[src/logic/avm_map.svh]
`ifndef AVM_MAP_SVH
`define AVM_MAP_SVH

// Register byte offsets
`define AVM_OFF_CTRL 8'h00
`define AVM_OFF_ARP_CTRL 8'h04
`define AVM_OFF_SIP_ADDR 8'h08
`define AVM_OFF_SIP_MASK 8'h0c
`define AVM_OFF_TIP_ADDR 8'h10
`define AVM_OFF_TIP_MASK 8'h14
`define AVM_OFF_HIT_COUNT 8'h18
`define AVM_OFF_IRQ_STATUS 8'h1c
`define AVM_OFF_IRQ_CLEAR 8'h20
`define AVM_OFF_IRQ_ENABLE 8'h24

// Entry control field positions
`define AVM_CTRL_TYPE_LSB 0
`define AVM_CTRL_DENY_BIT 3
`define AVM_CTRL_TAG_LSB 4
`define AVM_CTRL_VIDSPEC_BIT 6
`define AVM_CTRL_PCPSPEC_BIT 7
`define AVM_CTRL_PCP_LSB 8
`define AVM_CTRL_VID_LSB 16

// ARP control field positions
`define AVM_ARP_OPK_LSB 0
`define AVM_ARP_RR_LSB 2
`define AVM_ARP_SIPM_LSB 4
`define AVM_ARP_TIPM_LSB 6
`define AVM_ARP_SHA_LSB 8
`define AVM_ARP_THA_LSB 10
`define AVM_ARP_LEN_LSB 12
`define AVM_ARP_HRD_LSB 14
`define AVM_ARP_PRO_LSB 16

// Reset values
`define AVM_RST_WORD 32'h0000_0000
`define AVM_RST_IRQ 3'h0

// Interrupt status bit positions
`define AVM_IRQ_HIT_BIT 0
`define AVM_IRQ_DROP_BIT 1
`define AVM_IRQ_WRAP_BIT 2

// ARP header reference values
`define AVM_HLN_ETH 8'h06
`define AVM_PLN_IP4 8'h04
`define AVM_HRD_ETH 16'h0001
`define AVM_PRO_IP4 16'h0800
`define AVM_OP_ARP_REQ 16'h0001
`define AVM_OP_ARP_REP 16'h0002
`define AVM_OP_RARP_REQ 16'h0003
`define AVM_OP_RARP_REP 16'h0004

`endif

[src/logic/avm_pkg.sv]
`default_nettype none
package avm_pkg;

   // Entry frame type, also the frame class from the parser
   typedef enum logic [2:0] {FT_ANY = 3'b000, FT_ETH = 3'b001, FT_ARP = 3'b010,
                             FT_IP4 = 3'b011, FT_IP6 = 3'b100} avm_ftype_t;
   typedef enum logic [1:0] {TAG_ANY = 2'b00, TAG_ONLY = 2'b01, TAG_NONE = 2'b10, TAG_ANY2 = 2'b11} avm_tag_t;
   typedef enum logic [1:0] {OPK_ANY = 2'b00, OPK_ARP = 2'b01, OPK_RARP = 2'b10, OPK_OTHER = 2'b11} avm_opk_t;
   typedef enum logic [1:0] {RR_ANY = 2'b00, RR_REQ = 2'b01, RR_REPLY = 2'b10, RR_ANY2 = 2'b11} avm_rr_t;
   typedef enum logic [1:0] {IPM_ANY = 2'b00, IPM_HOST = 2'b01, IPM_NET = 2'b10, IPM_ANY2 = 2'b11} avm_ipm_t;
   // Zero: fields must differ; one: fields must be equal
   typedef enum logic [1:0] {CHK_ANY = 2'b00, CHK_ZERO = 2'b01, CHK_ONE = 2'b10, CHK_ANY2 = 2'b11} avm_chk_t;

   // Three-way equality check
   function automatic logic chk_ok(input avm_chk_t m, input logic eq);
      case (m)
         CHK_ZERO: chk_ok = !eq;
         CHK_ONE: chk_ok = eq;
         default: chk_ok = 1'b1;
      endcase
   endfunction

   // Host or masked network address check
   function automatic logic ip_ok(input avm_ipm_t m, input logic [31:0] fld, input logic [31:0] adr,
                                  input logic [31:0] msk);
      case (m)
         IPM_HOST: ip_ok = (fld == adr);
         IPM_NET: ip_ok = (((fld ^ adr) & msk) == 32'h0000_0000);
         default: ip_ok = 1'b1;
      endcase
   endfunction

endpackage
`default_nettype wire

[src/logic/avm_matcher.sv]
// Functional notes
// - Tag mode: any, tagged only, untagged only
// - VLAN ID don't-care ignores frame VLAN ID
// - Specific VLAN ID must equal configured value
// - Tag priority equals value, or don't-care
// - ARP criteria apply only for ARP entries
// - Opcode kind: any, ARP, RARP, other
// - Request/reply: any, request, reply
// - Sender IP: any, host, masked network
// - Target IP: any, host, masked network
// - Sender hardware address versus source MAC
// - Target hardware address versus source MAC
// - Lengths 0x06 and 0x04 match or mismatch
// - Hardware type equals 1, or not
// - Protocol type equals 0x800, or not
// - Deny entry drops every hitting frame
// - Hit counter increments once per hit
//
// Design decisions made here: the APB register port and the placing of the registers.
`timescale 1ns/100ps
`default_nettype none
`include "avm_map.svh"
module avm_matcher
#(
   parameter int CNT_W = 32,
   parameter int ADDR_W = 8
)
(
   input wire logic pclk,
   input wire logic presetn,
   input wire logic psel,
   input wire logic penable,
   input wire logic pwrite,
   input wire logic [ADDR_W-1:0] paddr,
   input wire logic [31:0] pwdata,
   output logic [31:0] prdata,
   output logic pready,
   output logic pslverr,
   input wire logic frm_valid,
   input wire avm_pkg::avm_ftype_t frm_kind,
   input wire logic frm_tagged,
   input wire logic [11:0] frm_vid,
   input wire logic [2:0] frm_pcp,
   input wire logic [47:0] frame_source_mac,
   input wire logic [15:0] arp_opcode,
   input wire logic [47:0] arp_sha,
   input wire logic [47:0] arp_tha,
   input wire logic [31:0] arp_spa,
   input wire logic [31:0] arp_tpa,
   input wire logic [7:0] arp_hln,
   input wire logic [7:0] arp_pln,
   input wire logic [15:0] arp_hrd,
   input wire logic [15:0] arp_pro,
   output logic res_valid,
   output logic res_hit,
   output logic res_drop,
   output logic irq
);
   import avm_pkg::*;

   typedef struct packed {
      avm_ftype_t ftype;
      logic deny;
      avm_tag_t tag;
      logic vid_spec;
      logic pcp_spec;
      logic [2:0] pcp;
      logic [11:0] vid;
      avm_opk_t opk;
      avm_rr_t rr;
      avm_ipm_t sipm;
      avm_ipm_t tipm;
      avm_chk_t sha;
      avm_chk_t tha;
      avm_chk_t len;
      avm_chk_t hrd;
      avm_chk_t pro;
      logic [31:0] sip;
      logic [31:0] sipmsk;
      logic [31:0] tip;
      logic [31:0] tipmsk;
      logic [CNT_W-1:0] count;
      logic [2:0] irq_st;
      logic [2:0] irq_en;
      logic [31:0] rdata;
      logic res_valid;
      logic hit;
      logic drop;
   } avm_state_t;

   avm_state_t st;
   avm_state_t next_st;
   logic type_ok;
   logic tag_ok;
   logic vid_ok;
   logic pcp_ok;
   logic arp_raw;
   logic arp_ok;
   logic all_ok;
   logic apb_wr;
   logic apb_rd_setup;
   logic [2:0] irq_ev;

   // Address decode for the error answer; the read mux has its own case
   function automatic logic mapped(input logic [ADDR_W-1:0] a);
      case (a)
         ADDR_W'(`AVM_OFF_CTRL), ADDR_W'(`AVM_OFF_ARP_CTRL), ADDR_W'(`AVM_OFF_SIP_ADDR),
         ADDR_W'(`AVM_OFF_SIP_MASK), ADDR_W'(`AVM_OFF_TIP_ADDR), ADDR_W'(`AVM_OFF_TIP_MASK),
         ADDR_W'(`AVM_OFF_HIT_COUNT), ADDR_W'(`AVM_OFF_IRQ_STATUS), ADDR_W'(`AVM_OFF_IRQ_CLEAR),
         ADDR_W'(`AVM_OFF_IRQ_ENABLE): mapped = 1'b1;
         default: mapped = 1'b0;
      endcase
   endfunction

   // ARP field checks
   avm_arp_check u_arp
   (
      .opk_mode(st.opk),
      .rr_mode(st.rr),
      .sip_mode(st.sipm),
      .tip_mode(st.tipm),
      .sha_mode(st.sha),
      .tha_mode(st.tha),
      .len_mode(st.len),
      .hrd_mode(st.hrd),
      .pro_mode(st.pro),
      .sip_addr(st.sip),
      .sip_mask(st.sipmsk),
      .tip_addr(st.tip),
      .tip_mask(st.tipmsk),
      .frame_source_mac(frame_source_mac),
      .arp_opcode(arp_opcode),
      .arp_sha(arp_sha),
      .arp_tha(arp_tha),
      .arp_spa(arp_spa),
      .arp_tpa(arp_tpa),
      .arp_hln(arp_hln),
      .arp_pln(arp_pln),
      .arp_hrd(arp_hrd),
      .arp_pro(arp_pro),
      .arp_ok(arp_raw)
   );

   // Per-criterion results for the presented frame
   assign type_ok = (st.ftype == FT_ANY) || (frm_kind == st.ftype);
   assign tag_ok = (st.tag == TAG_ONLY) ? frm_tagged : ((st.tag == TAG_NONE) ? !frm_tagged : 1'b1);
   assign vid_ok = !st.vid_spec || (frm_tagged && (frm_vid == st.vid));
   assign pcp_ok = !st.pcp_spec || (frm_tagged && (frm_pcp == st.pcp));
   assign arp_ok = (st.ftype != FT_ARP) || arp_raw;
   assign all_ok = type_ok && tag_ok && vid_ok && pcp_ok && arp_ok;

   // APB strobes; the slave never waits
   assign apb_wr = psel && penable && pwrite;
   assign apb_rd_setup = psel && !penable && !pwrite;
   assign pready = 1'b1;
   assign pslverr = psel && penable && !mapped(paddr);

   // Next state: match result, counter, interrupts, registers
   always_comb
   begin
      next_st = st;
      next_st.res_valid = frm_valid;
      next_st.hit = frm_valid && all_ok;
      next_st.drop = frm_valid && all_ok && st.deny;
      irq_ev = 3'h0;
      if (frm_valid && all_ok)
      begin
         next_st.count = st.count + CNT_W'(1);
         irq_ev[`AVM_IRQ_HIT_BIT] = 1'b1;
         irq_ev[`AVM_IRQ_DROP_BIT] = st.deny;
         irq_ev[`AVM_IRQ_WRAP_BIT] = &st.count;
      end
      next_st.irq_st = st.irq_st | irq_ev;
      if (apb_wr)
      begin
         case (paddr)
            ADDR_W'(`AVM_OFF_CTRL):
            begin
               next_st.ftype = avm_ftype_t'(pwdata[`AVM_CTRL_TYPE_LSB +: 3]);
               next_st.deny = pwdata[`AVM_CTRL_DENY_BIT];
               next_st.tag = avm_tag_t'(pwdata[`AVM_CTRL_TAG_LSB +: 2]);
               next_st.vid_spec = pwdata[`AVM_CTRL_VIDSPEC_BIT];
               next_st.pcp_spec = pwdata[`AVM_CTRL_PCPSPEC_BIT];
               next_st.pcp = pwdata[`AVM_CTRL_PCP_LSB +: 3];
               next_st.vid = pwdata[`AVM_CTRL_VID_LSB +: 12];
            end
            ADDR_W'(`AVM_OFF_ARP_CTRL):
            begin
               next_st.opk = avm_opk_t'(pwdata[`AVM_ARP_OPK_LSB +: 2]);
               next_st.rr = avm_rr_t'(pwdata[`AVM_ARP_RR_LSB +: 2]);
               next_st.sipm = avm_ipm_t'(pwdata[`AVM_ARP_SIPM_LSB +: 2]);
               next_st.tipm = avm_ipm_t'(pwdata[`AVM_ARP_TIPM_LSB +: 2]);
               next_st.sha = avm_chk_t'(pwdata[`AVM_ARP_SHA_LSB +: 2]);
               next_st.tha = avm_chk_t'(pwdata[`AVM_ARP_THA_LSB +: 2]);
               next_st.len = avm_chk_t'(pwdata[`AVM_ARP_LEN_LSB +: 2]);
               next_st.hrd = avm_chk_t'(pwdata[`AVM_ARP_HRD_LSB +: 2]);
               next_st.pro = avm_chk_t'(pwdata[`AVM_ARP_PRO_LSB +: 2]);
            end
            ADDR_W'(`AVM_OFF_SIP_ADDR): next_st.sip = pwdata;
            ADDR_W'(`AVM_OFF_SIP_MASK): next_st.sipmsk = pwdata;
            ADDR_W'(`AVM_OFF_TIP_ADDR): next_st.tip = pwdata;
            ADDR_W'(`AVM_OFF_TIP_MASK): next_st.tipmsk = pwdata;
            // Clear loses to an event in the same cycle
            ADDR_W'(`AVM_OFF_IRQ_CLEAR): next_st.irq_st = (st.irq_st & ~pwdata[2:0]) | irq_ev;
            ADDR_W'(`AVM_OFF_IRQ_ENABLE): next_st.irq_en = pwdata[2:0];
            default: next_st.irq_en = st.irq_en;
         endcase
      end
      // Read data captured in the setup cycle
      if (apb_rd_setup)
      begin
         next_st.rdata = 32'h0000_0000;
         case (paddr)
            ADDR_W'(`AVM_OFF_CTRL):
            begin
               next_st.rdata[`AVM_CTRL_TYPE_LSB +: 3] = st.ftype;
               next_st.rdata[`AVM_CTRL_DENY_BIT] = st.deny;
               next_st.rdata[`AVM_CTRL_TAG_LSB +: 2] = st.tag;
               next_st.rdata[`AVM_CTRL_VIDSPEC_BIT] = st.vid_spec;
               next_st.rdata[`AVM_CTRL_PCPSPEC_BIT] = st.pcp_spec;
               next_st.rdata[`AVM_CTRL_PCP_LSB +: 3] = st.pcp;
               next_st.rdata[`AVM_CTRL_VID_LSB +: 12] = st.vid;
            end
            ADDR_W'(`AVM_OFF_ARP_CTRL):
            begin
               next_st.rdata[`AVM_ARP_OPK_LSB +: 2] = st.opk;
               next_st.rdata[`AVM_ARP_RR_LSB +: 2] = st.rr;
               next_st.rdata[`AVM_ARP_SIPM_LSB +: 2] = st.sipm;
               next_st.rdata[`AVM_ARP_TIPM_LSB +: 2] = st.tipm;
               next_st.rdata[`AVM_ARP_SHA_LSB +: 2] = st.sha;
               next_st.rdata[`AVM_ARP_THA_LSB +: 2] = st.tha;
               next_st.rdata[`AVM_ARP_LEN_LSB +: 2] = st.len;
               next_st.rdata[`AVM_ARP_HRD_LSB +: 2] = st.hrd;
               next_st.rdata[`AVM_ARP_PRO_LSB +: 2] = st.pro;
            end
            ADDR_W'(`AVM_OFF_SIP_ADDR): next_st.rdata = st.sip;
            ADDR_W'(`AVM_OFF_SIP_MASK): next_st.rdata = st.sipmsk;
            ADDR_W'(`AVM_OFF_TIP_ADDR): next_st.rdata = st.tip;
            ADDR_W'(`AVM_OFF_TIP_MASK): next_st.rdata = st.tipmsk;
            ADDR_W'(`AVM_OFF_HIT_COUNT): next_st.rdata = 32'(st.count);
            ADDR_W'(`AVM_OFF_IRQ_STATUS): next_st.rdata[2:0] = st.irq_st;
            ADDR_W'(`AVM_OFF_IRQ_ENABLE): next_st.rdata[2:0] = st.irq_en;
            default: next_st.rdata = 32'h0000_0000;
         endcase
      end
   end

   // State register; reset gives all criteria don't-care
   always_ff @(posedge pclk or negedge presetn)
   begin
      if (!presetn)
      begin
         st <= '0;
      end
      else
      begin
         st <= next_st;
      end
   end

   // Outputs
   assign prdata = st.rdata;
   assign res_valid = st.res_valid;
   assign res_hit = st.hit;
   assign res_drop = st.drop;
   assign irq = |(st.irq_st & st.irq_en);
endmodule
`default_nettype wire

[src/logic/avm_arp_check.sv]
`timescale 1ns/100ps
`default_nettype none
`include "avm_map.svh"
module avm_arp_check
(
   input wire avm_pkg::avm_opk_t opk_mode,
   input wire avm_pkg::avm_rr_t rr_mode,
   input wire avm_pkg::avm_ipm_t sip_mode,
   input wire avm_pkg::avm_ipm_t tip_mode,
   input wire avm_pkg::avm_chk_t sha_mode,
   input wire avm_pkg::avm_chk_t tha_mode,
   input wire avm_pkg::avm_chk_t len_mode,
   input wire avm_pkg::avm_chk_t hrd_mode,
   input wire avm_pkg::avm_chk_t pro_mode,
   input wire logic [31:0] sip_addr,
   input wire logic [31:0] sip_mask,
   input wire logic [31:0] tip_addr,
   input wire logic [31:0] tip_mask,
   input wire logic [47:0] frame_source_mac,
   input wire logic [15:0] arp_opcode,
   input wire logic [47:0] arp_sha,
   input wire logic [47:0] arp_tha,
   input wire logic [31:0] arp_spa,
   input wire logic [31:0] arp_tpa,
   input wire logic [7:0] arp_hln,
   input wire logic [7:0] arp_pln,
   input wire logic [15:0] arp_hrd,
   input wire logic [15:0] arp_pro,
   output logic arp_ok
);
   import avm_pkg::*;

   logic is_arp_op;
   logic is_rarp_op;
   logic is_req;
   logic is_rep;
   logic opk_ok;
   logic rr_ok;

   // Opcode classes
   assign is_arp_op = (arp_opcode == `AVM_OP_ARP_REQ) || (arp_opcode == `AVM_OP_ARP_REP);
   assign is_rarp_op = (arp_opcode == `AVM_OP_RARP_REQ) || (arp_opcode == `AVM_OP_RARP_REP);
   assign is_req = (arp_opcode == `AVM_OP_ARP_REQ) || (arp_opcode == `AVM_OP_RARP_REQ);
   assign is_rep = (arp_opcode == `AVM_OP_ARP_REP) || (arp_opcode == `AVM_OP_RARP_REP);

   // Opcode kind and request or reply checks
   always_comb
   begin
      case (opk_mode)
         OPK_ARP: opk_ok = is_arp_op;
         OPK_RARP: opk_ok = is_rarp_op;
         OPK_OTHER: opk_ok = !is_arp_op && !is_rarp_op;
         default: opk_ok = 1'b1;
      endcase
      case (rr_mode)
         RR_REQ: rr_ok = is_req;
         RR_REPLY: rr_ok = is_rep;
         default: rr_ok = 1'b1;
      endcase
   end

   // All ARP criteria together
   assign arp_ok = opk_ok && rr_ok
                   && ip_ok(sip_mode, arp_spa, sip_addr, sip_mask)
                   && ip_ok(tip_mode, arp_tpa, tip_addr, tip_mask)
                   && chk_ok(sha_mode, arp_sha == frame_source_mac)
                   && chk_ok(tha_mode, arp_tha == frame_source_mac)
                   && chk_ok(len_mode, (arp_hln == `AVM_HLN_ETH) && (arp_pln == `AVM_PLN_IP4))
                   && chk_ok(hrd_mode, arp_hrd == `AVM_HRD_ETH)
                   && chk_ok(pro_mode, arp_pro == `AVM_PRO_IP4);

endmodule
`default_nettype wire

[config.mk]
export PLATFORM = sky130hd
export DESIGN_NAME = avm_matcher
export DESIGN_NICKNAME = d
export VERILOG_FILES = /design/src/logic/avm_pkg.sv /design/src/logic/avm_matcher.sv /design/src/logic/avm_arp_check.sv
export VERILOG_INCLUDE_DIRS = /design/src /design/src/logic
export SDC_FILE = /design/constraint.sdc
export NUM_CORES = 1
export LEC_CHECK = 0
export BUFFER_PORTS_ARGS = -buffer_cell sky130_fd_sc_hd__buf_2
export CORE_ASPECT_RATIO = 2
export CORE_MARGIN = 1.5
export CORE_UTILIZATION = 53
export DETAILED_ROUTE_END_ITERATION = 10
export HOLD_SLACK_MARGIN = 0.08
export PLACE_DENSITY_LB_ADDON = 0.1
export SLEW_MARGIN = 20
export SYNTH_ARGS = -nofsm -noshare
export SYNTH_HDL_FRONTEND = slang
export SYNTH_SLANG_ARGS = --single-unit
[constraint.sdc]
create_clock -name pclk -period 3.3 [get_ports pclk]
set_clock_uncertainty 0.05 [all_clocks]
set_input_delay 0.165 -clock pclk [delete_from_list [all_inputs] [get_ports pclk]]
set_output_delay 0.165 -clock pclk [all_outputs]
set_load 0.05 [all_outputs]
==> impl_metrics.csv, run 1 <==
group,metric,value,unit
cells_and_area,drive_above_1_share,39.8,%
cells_and_area,fin_nets,1937,
place,placed_cells,1862,
power,p_seq_share,45.4,%
setup_path,max_stage_delay,590,ps
flow_run,drv_cap,0,
floorplanning,core,25000,µm²
cells_and_area,fin_util,67.0,%
power,p_clk_share,36.6,%
global_route,grt_start_max_net_pins,98,
power,intPower,0.00514,W
setup_path,rrSetupSlack,210,ps
clocking,cts-resized-gates,0,
worst_hold_path,min_path_type,"input port to asynchronous set/reset pin",
power,p_sw,0.00224,W
global_route,grt_usage,40.8,%
setup_path,path_class,"flip-flop to flip-flop",
global_route,grt_pass1_vias,12400,
clocking,numCtsBuffers,21,
setup_path,r2r_start,"st[115]",
clocking,htree_levels,1,
floorplanning,die_h,228,µm
setup_path,crit_buf_inv,2,
synth,ys_types,50,
sta,tightest_slew,810,ps
power,power_frac_comb,18.1,%
clocking,cts_buffer_depth,3,
global_route,grt_first_pass_wirelength,77200,µm
place,gp_congestion,0.999,
place,dp_slack,177,ps
sta,setup_violations,0,
floorplanning,dieArea,26400,µm²
synth,yosysWarnings,0,
floorplanning,fp.dieW,116,µm
detailed_routing,wl,54000,µm
clocking,cts.sinks,242,
synth,synth-edff-count,0,
global_route,antenna_found_initial,3,
floorplanning,ioPinCount,375,
floorplanning,rows,82,
clocking,ctsHoldBuffers,34,
place,port_buffers,373,
detailed_routing,ant_nets,0,
clocking,cts_setup_buffers,0,
setup_path,crit_fanout,31,
setup_path,required,3690,ps
detailed_routing,via_per_inst,6.24,
clocking,cts_tree,"done",
clocking,clockRootBuffer,"clkbuf_16",
synth,ys_seq_area_share,45.0,%
synth,synth_seq_cells,242,
sta,max_freq,324,MHz
setup_path,crit_start,"st[115]",
detailed_routing,drt_first_pass_iters,8,
sta,final.min_clock_period,3090,ps
sta,maxSlewHeadroom,45.9,%
status,status,"finished, final reports clean",
setup_path,start_kind,"flip-flop",
power,p_leak,8.29,nW
sta,timing_max_transition_violations_final,0,
setup_path,crit_chain,"xor2_1 -> nor4_1 -> buf_4 -> nand4_1 -> nor2_1 -> nand4_1 -> a31oi_1 -> a31oi_2 -> buf_12 -> nor4_1 -> xor2_1",
detailed_routing,vias,12100,
power,peakVddDrop,410,µV
setup_path,cp.arrival,3480,ps
cells_and_area,stdcell_count,1936,
power,swShare,30.3,%
synth,ys_async_sr_fraction,100,%
synth,synth_cells,1196,
power,fin_total_pwr,0.00738,W
synth,syn_area_per_cell,11.2,µm²
clocking,clk_latency,530,ps
setup_path,crit_path_end_kind,"flip-flop",
sta,setup_ws,212,ps
setup_path,cpLargestDelayFamily,"simple AND/OR/NAND/NOR gates",
sta,min_period_over_period,93.6,%
detailed_routing,drt_iter0_drc,1000,
place,hpwl,40600,µm
synth,synth_area,13500,µm²
sta,rsz0062_at_grt,"false",
sta,finalSetupTns,0,ps
synth,syn-num-nets,1550,
floorplanning,start_util,53.7,%
clocking,path_clk_slew,70,ps
global_route,overflow,0,
detailed_routing,drc_errors,0,
setup_path,critPathSlowestCell,"nor4_1",
detailed_routing,post_drt_wl_per_cell,27.9,µm
cells_and_area,area_delta_synth_final,24.7,%
sta,finalHoldViolCount,0,
synth,synthFlopType,"dfrtp_1",
power,p_per_area,440,nW/µm²
## power groups by stage
stage          Combinational, W  Clock, W  Sequential [W]
2_1_floorplan          0.000746         0         0.00331
3_3_place_gp            0.00126         0         0.00339
3_5_place_dp            0.00127         0         0.00339
4_1_cts                 0.00131   0.00271         0.00333
5_1_grt                 0.00142   0.00281         0.00335
6_report                0.00133   0.00270         0.00335
## layout make-up
cell class,count,area (µm²)
fill,2084,8260
multi-input combinational,837,6860
sequential,242,6060
timing repair buffer,444,2570
clock buffer,27,568
tap,336,420
clock inverter,10,155
inverter,37,139
antenna,3,7.51
## stage by stage
step | cell area [µm²] | hold slack (ps)
4_1_cts | 16800 | 225
5_1_grt | 16800 | 247
3_5_place_dp | 15700 | 202
6_report | 16800 | 204
3_3_place_gp | 15700 | 203
2_1_floorplan | 13500 | -181
## state kept, by name (all words and copies together), names as in the netlist
name	cells
st	207
prdata	32
res_drop	1
res_hit	1
res_valid	1
## worst reg2reg max path: cells and delay by family, from the launching register on
family | cells | cell delay (ps)
AOI/OAI and AO/OA | 2 | 400
xor gates and xnor gates | 2 | 460
buffers and inverters | 2 | 410
DFF | 1 | 410
and+or+nand+nor | 5 | 1280
## synthesized netlist by cell type (all sizes together) (23+ instances only)
cell	n	area (µm²)
clkbuf	29	109
a31oi	33	206
nor4	62	394
mux2	176	1980
nor3	23	120
nor2	53	199
a22o	30	263
xor2	189	1660
buf	51	318
a22oi	40	300
a221oi	33	289
nand2	36	135
nand4	25	156
inv	37	139
dfrtp	242	6060
## kinds of logic (layout without fill, tap and decap cells)
| group | count (synthesis) | after routing | share of synthesized area, % |
|---|---|---|---|
| adder cells (fa/ha/maj) | 17 | 17 | 1.58 |
| flip-flops | 242 | 242 | 45.0 |
| AND/OR/NAND/NOR | 249 | 249 | 9.99 |
| AO/OA/AOI/OAI | 184 | 184 | 10.8 |
| multiplexers | 177 | 177 | 14.8 |
| buffers and inverters | 117 | 518 | 4.20 |
| XOR/XNOR | 209 | 209 | 13.6 |
| other | 1 | 4 | 0.0279 |
## path summary, 6_finish.rpt
kind | to | cells after the start
setup / recovery | st[66] | 11
hold / removal | res_valid | 2
setup reg to reg | st[66] | 11
hold reg to reg | st[56] | 1
max in group asynchronous | st[163] | 3
min in group pclk | st[38] | 5
## layout by cell type, fill, tap and decap left out, types with 21 or more instances in the layout
| cell type | synthesis | layout |
|---|---|---|
| buf_2 | 2 | 372 |
| dfrtp_1 | 242 | 242 |
| xor2_1 | 189 | 189 |
| mux2_2 | 176 | 176 |
| nor4_1 | 61 | 61 |
| nor2_1 | 53 | 47 |
| a22oi_1 | 40 | 40 |
| inv_1 | 37 | 37 |
| nand2_1 | 36 | 36 |
| dlygate4sd3_1 | 0 | 34 |
| a221oi_1 | 33 | 33 |
| a31oi_1 | 33 | 32 |
| buf_4 | 33 | 31 |
| a22o_1 | 30 | 30 |
| nand4_1 | 25 | 25 |
| nor3_1 | 22 | 22 |
| clkbuf_16 | 0 | 21 |
## metal layers
metal / global-route usage (%) / up-vias / wire length (µm)
li1: - / 5176 / -
met1: 42.7 / 5952 / 17300
met2: 70.0 / 751 / 27000
met3: 5.62 / 202 / 4130
met4: 35.2 / 0 / 5580
met5: 0 / - / 0
Note: power is estimated with default switching activity, not from simulation.
==> inputs of run 2 (changes only) <==
--- a/config.mk
+++ b/config.mk
@@ -10,6 +10,7 @@
 export CORE_ASPECT_RATIO = 2
 export CORE_MARGIN = 1.5
 export CORE_UTILIZATION = 53
+export CTS_BUF_LIST = sky130_fd_sc_hd__clkbuf_16
 export DETAILED_ROUTE_END_ITERATION = 10
 export HOLD_SLACK_MARGIN = 0.08
 export PLACE_DENSITY_LB_ADDON = 0.1
==> impl_metrics.csv, run 2 (same netlist as run 1, synthesis figures left out) <==
group,metric,value,unit
detailed_routing,post_drt_wl_per_cell,27.9,µm
clocking,cts_buffer_depth,3,
sta,final.min_clock_period,3080,ps
detailed_routing,wl,54000,µm
place,dp_slack,177,ps
clocking,path_clk_slew,70,ps
detailed_routing,ant_nets,0,
global_route,antenna_found_initial,3,
detailed_routing,drc_errors,0,
place,hpwl,40600,µm
power,p_clk_share,36.1,%
flow_run,drv_cap,0,
power,p_seq_share,45.7,%
clocking,cts_setup_buffers,0,
clocking,clk_latency,530,ps
floorplanning,dieArea,26400,µm²
setup_path,max_stage_delay,580,ps
global_route,grt_pass1_vias,12400,
setup_path,cp.arrival,3480,ps
setup_path,crit_path_end_kind,"flip-flop",
floorplanning,core,25000,µm²
floorplanning,fp.dieW,116,µm
cells_and_area,fillers,2084,
setup_path,crit_buf_inv,2,
clocking,numCtsBuffers,21,
power,p_per_area,437,nW/µm²
power,swShare,30.6,%
global_route,grt_usage,40.9,%
status,status,"finished, final reports clean",
cells_and_area,area_delta_synth_final,24.5,%
sta,max_freq,324,MHz
cells_and_area,fin_nets,1937,
sta,setup_ws,216,ps
setup_path,crit_fanout,31,
clocking,cts-resized-gates,0,
place,port_buffers,373,
global_route,overflow,0,
sta,finalHoldViolCount,0,
sta,setup_violations,0,
place,gp_congestion,0.999,
power,power_frac_comb,18.2,%
global_route,grt_start_max_net_pins,98,
cells_and_area,largest_register_ffs,207,
sta,rsz0062_at_grt,"false",
clocking,cts.sinks,242,
setup_path,required,3690,ps
power,p_sw,0.00224,W
detailed_routing,drt_iter0_drc,946,
detailed_routing,drt_first_pass_iters,8,
setup_path,crit_chain,"xor2_1 -> nor4_1 -> buf_4 -> nand4_1 -> nor2_1 -> nand4_1 -> a31oi_1 -> a31oi_2 -> buf_12 -> nor4_1 -> xor2_1",
clocking,htree_levels,1,
cells_and_area,layout_common_cells,"372 x buf_2, 242 x dfrtp_1, 189 x xor2_1",
global_route,grt_first_pass_wirelength,77200,µm
clocking,clockRootBuffer,"clkbuf_16",
floorplanning,rows,82,
cells_and_area,design_area,16800,µm²
sta,min_period_over_period,93.5,%
cells_and_area,drive_above_1_share,39.6,%
cells_and_area,layout_commonest_cell,"buf_2",
power,intPower,0.00508,W
power,peakVddDrop,410,µV
floorplanning,start_util,53.7,%
power,p_leak,8.29,nW
cells_and_area,top_register,"st",
sta,maxSlewHeadroom,46.0,%
setup_path,path_class,"flip-flop to flip-flop",
worst_hold_path,min_path_type,"input port to asynchronous set/reset pin",
sta,timing_max_transition_violations_final,0,
detailed_routing,via_per_inst,6.27,
clocking,ctsHoldBuffers,34,
floorplanning,die_h,228,µm
sta,tightest_slew,809,ps
clocking,cts_tree,"done",
place,dpl_cell_area,15700,µm²
detailed_routing,vias,12100,
floorplanning,ioPinCount,375,
sta,finalSetupTns,0,ps
setup_path,r2r_start,"st[115]",
setup_path,critPathSlowestCell,"nor4_1",
setup_path,cpLargestDelayFamily,"simple AND/OR/NAND/NOR gates",
setup_path,crit_start,"st[115]",
setup_path,start_kind,"flip-flop",
run 2: cell types whose count changed in the layout (fill, tap and decap cells not counted):
cell	before	now
clkinv_1	0	2
inv_1	37	41
clkbuf_1	4	0
clkbuf_8	2	0
run 2: power by group through the flow:
stage	Clock, W	Sequential [W]	Combinational, W
final	0.00264	0.00335	0.00133
after detailed placement	0	0.00339	0.00127
after global placement	0	0.00339	0.00126
after CTS	0.00265	0.00333	0.00131
after floorplan	0	0.00331	0.000746
after global routing	0.00275	0.00335	0.00142
run 2: through the flow:
stage	std cells	hold slack, ps	util [%]	power (W)
after global routing	1936	248	66.9	0.00752
final	1936	213	66.9	0.00732
after detailed placement	1862	202	62.7	0.00466
after CTS	1933	225	66.9	0.00730
after global placement	1862	203	62.7	0.00465
after floorplan	1196	-181	-	0.00405
run 2: final timing paths:
check,endpoint,slack [ps],cells after the start
setup / recovery,st[66],220,11
hold / removal,res_valid,210,2
setup reg to reg,st[66],220,11
hold reg to reg,st[56],460,1
max in group asynchronous,st[204],2030,3
min in group pclk,st[38],220,5
run 2: routing by layer:
metal	GRT usage (%)	vias to the layer above	wire (µm)
li1	-	5167	-
met4	35.3	0	5590
met3	5.65	217	3970
met5	0	-	0
met1	42.7	5995	17400
met2	70.0	753	27000
run 2: worst register-to-register path: stages, from the launching register on:
cell and delay (ps):
dfrtp_1 410, xor2_1 280, nor4_1 580, buf_4 210
nand4_1 90, nor2_1 100, nand4_1 160, a31oi_1 250
a31oi_2 140, buf_12 200, nor4_1 350, xor2_1 190
run 2: cell type report:
cell class	instances	area, µm²	share of cell area (%)
clock buffer	21	526	3.14
clock inverter	16	178	1.06
multi-input combinational	837	6860	40.9
sequential	242	6060	36.1
tap	336	420	2.51
antenna	3	7.51	0.0448
timing repair buffer	444	2570	15.3
inverter	37	139	0.829
==> inputs of run 3 (changes only) <==
--- a/config.mk
+++ b/config.mk
@@ -13,6 +13,7 @@
 export CTS_BUF_LIST = sky130_fd_sc_hd__clkbuf_16
 export DETAILED_ROUTE_END_ITERATION = 10
 export HOLD_SLACK_MARGIN = 0.08
+export MAX_ROUTING_LAYER = met4
 export PLACE_DENSITY_LB_ADDON = 0.1
 export SLEW_MARGIN = 20
 export SYNTH_ARGS = -nofsm -noshare
==> impl_metrics.csv, run 3 (same netlist as run 1, synthesis figures left out) <==
group,metric,value,unit
status,status,"finished, final reports clean",
global_route,grt_first_pass_wirelength,76900,µm
place,gp_congestion,1.01,
global_route,grt_start_max_net_pins,96,
sta,rsz0062_at_grt,"false",
clocking,clockRootBuffer,"clkbuf_16",
cells_and_area,regArea,6060,µm²
sta,min_period_over_period,94.9,%
clocking,cts_tree,"done",
setup_path,crit_buf_inv,2,
flow_run,drv_cap,0,
floorplanning,rows,82,
sta,final.min_clock_period,3130,ps
setup_path,crit_chain,"xor2_1 -> nor4_1 -> buf_4 -> nand4_1 -> nor2_1 -> nand4_1 -> a31oi_1 -> a31oi_2 -> buf_12 -> nor3_1 -> a31o_2",
cells_and_area,layout_commonest_cell,"buf_2",
detailed_routing,ant_nets,0,
detailed_routing,wl,53800,µm
clocking,clk_latency,520,ps
sta,tightest_slew,948,ps
setup_path,cpMostUsedCell,"nand4_1",
sta,finalSetupTns,0,ps
detailed_routing,drt_first_pass_iters,8,
sta,maxSlewHeadroom,36.2,%
sta,finalHoldViolCount,0,
sta,timing_max_transition_violations_final,0,
clocking,htree_levels,1,
setup_path,cp.arrival,3540,ps
cells_and_area,top_register,"st",
cells_and_area,largest_register_ffs,207,
floorplanning,dieArea,26400,µm²
cells_and_area,drive_above_1_share,39.6,%
floorplanning,core,25000,µm²
global_route,grt_pass1_vias,12400,
cells_and_area,fillers,2076,
power,peakVddDrop,497,µV
cells_and_area,fin_nets,1936,
sta,max_freq,319,MHz
sta,whs,185,ps
clocking,cts_buffer_depth,3,
floorplanning,die_h,228,µm
global_route,antenna_found_initial,6,
floorplanning,ioPinCount,375,
global_route,overflow,0,
power,p_per_area,428,nW/µm²
power,p_leak,8.26,nW
detailed_routing,via_per_inst,6.23,
clocking,path_clk_slew,70,ps
detailed_routing,vias,12100,
clocking,cts.sinks,242,
power,fin_total_pwr,0.00714,W
clocking,numCtsBuffers,21,
place,port_buffers,373,
global_route,grt_usage,41.9,%
cells_and_area,area_delta_synth_final,24.1,%
detailed_routing,drt_iter0_drc,1073,
sta,setup_violations,0,
setup_path,required,3710,ps
setup_path,start_kind,"flip-flop",
floorplanning,fp.dieW,116,µm
setup_path,max_stage_delay,580,ps
clocking,cts_setup_buffers,0,
place,hpwl,40600,µm
cells_and_area,multiInputGateArea,6860,µm²
detailed_routing,post_drt_wl_per_cell,27.8,µm
setup_path,path_class,"flip-flop to flip-flop",
cells_and_area,layout_common_cells,"372 x buf_2, 242 x dfrtp_1, 189 x xor2_1",
setup_path,crit_path_end_kind,"flip-flop",
detailed_routing,drc_errors,0,
floorplanning,start_util,53.7,%
setup_path,critPathSlowestCell,"nor4_1",
setup_path,cpLargestDelayFamily,"simple AND/OR/NAND/NOR gates",
worst_hold_path,min_path_type,"input port to asynchronous set/reset pin",
setup_path,crit_fanout,31,
## run 3: layer usage
layer / vias up / GRT usage (%) / share of wire, %
li1: 5190 / - / -
met4: 0 / 33.5 / 9.6
met5: - / - / 0
met3: 235 / 5.70 / 7.7
met1: 5888 / 42.7 / 32
met2: 755 / 70.5 / 51
## run 3: metrics by stage
stage	cells	worst slack [ps]	area [µm²]	utilization (%)
floorplan	1196	897	13500	-
global placement	1861	154	15700	62.6
detailed placement	1861	112	15700	62.6
CTS	1932	246	16700	66.6
global route	1938	33.8	16700	66.7
finish	1938	169	16700	66.7
## run 3: repair_timing
item | CTS | global route
hold buffers | 34 | 0
hold endpoints to repair | 266 | 0
gates resized for setup | 0 | 0
## run 3: final cells by class
cell class                 instances  share of cell area, %
antenna                            6                 0.0900
tap                              336                   2.52
clock buffer                      21                   3.15
sequential                       242                   36.3
timing repair buffer             443                   15.3
clock inverter                    16                  0.765
multi-input combinational        837                   41.1
inverter                          37                  0.832
## run 3: path summary, 6_finish.rpt
kind                               start   endpoint  slack [ps]  cells past startpoint
min in group pclk               paddr[2]     st[38]         240                      5
worst max register to register   st[115]     st[40]         170                     11
worst min-delay path             presetn  res_valid         180                      2
worst max-delay path             st[115]     st[40]         170                     11
worst min register to register    st[38]     st[38]         470                      2
max in group asynchronous        presetn     st[53]        2060                      3
## run 3: power breakdown
part | internal, W | switching, W
Clock | 0.00132 | 0.00115
Sequential | 0.00313 | 0.000209
Combinational | 0.000473 | 0.000853
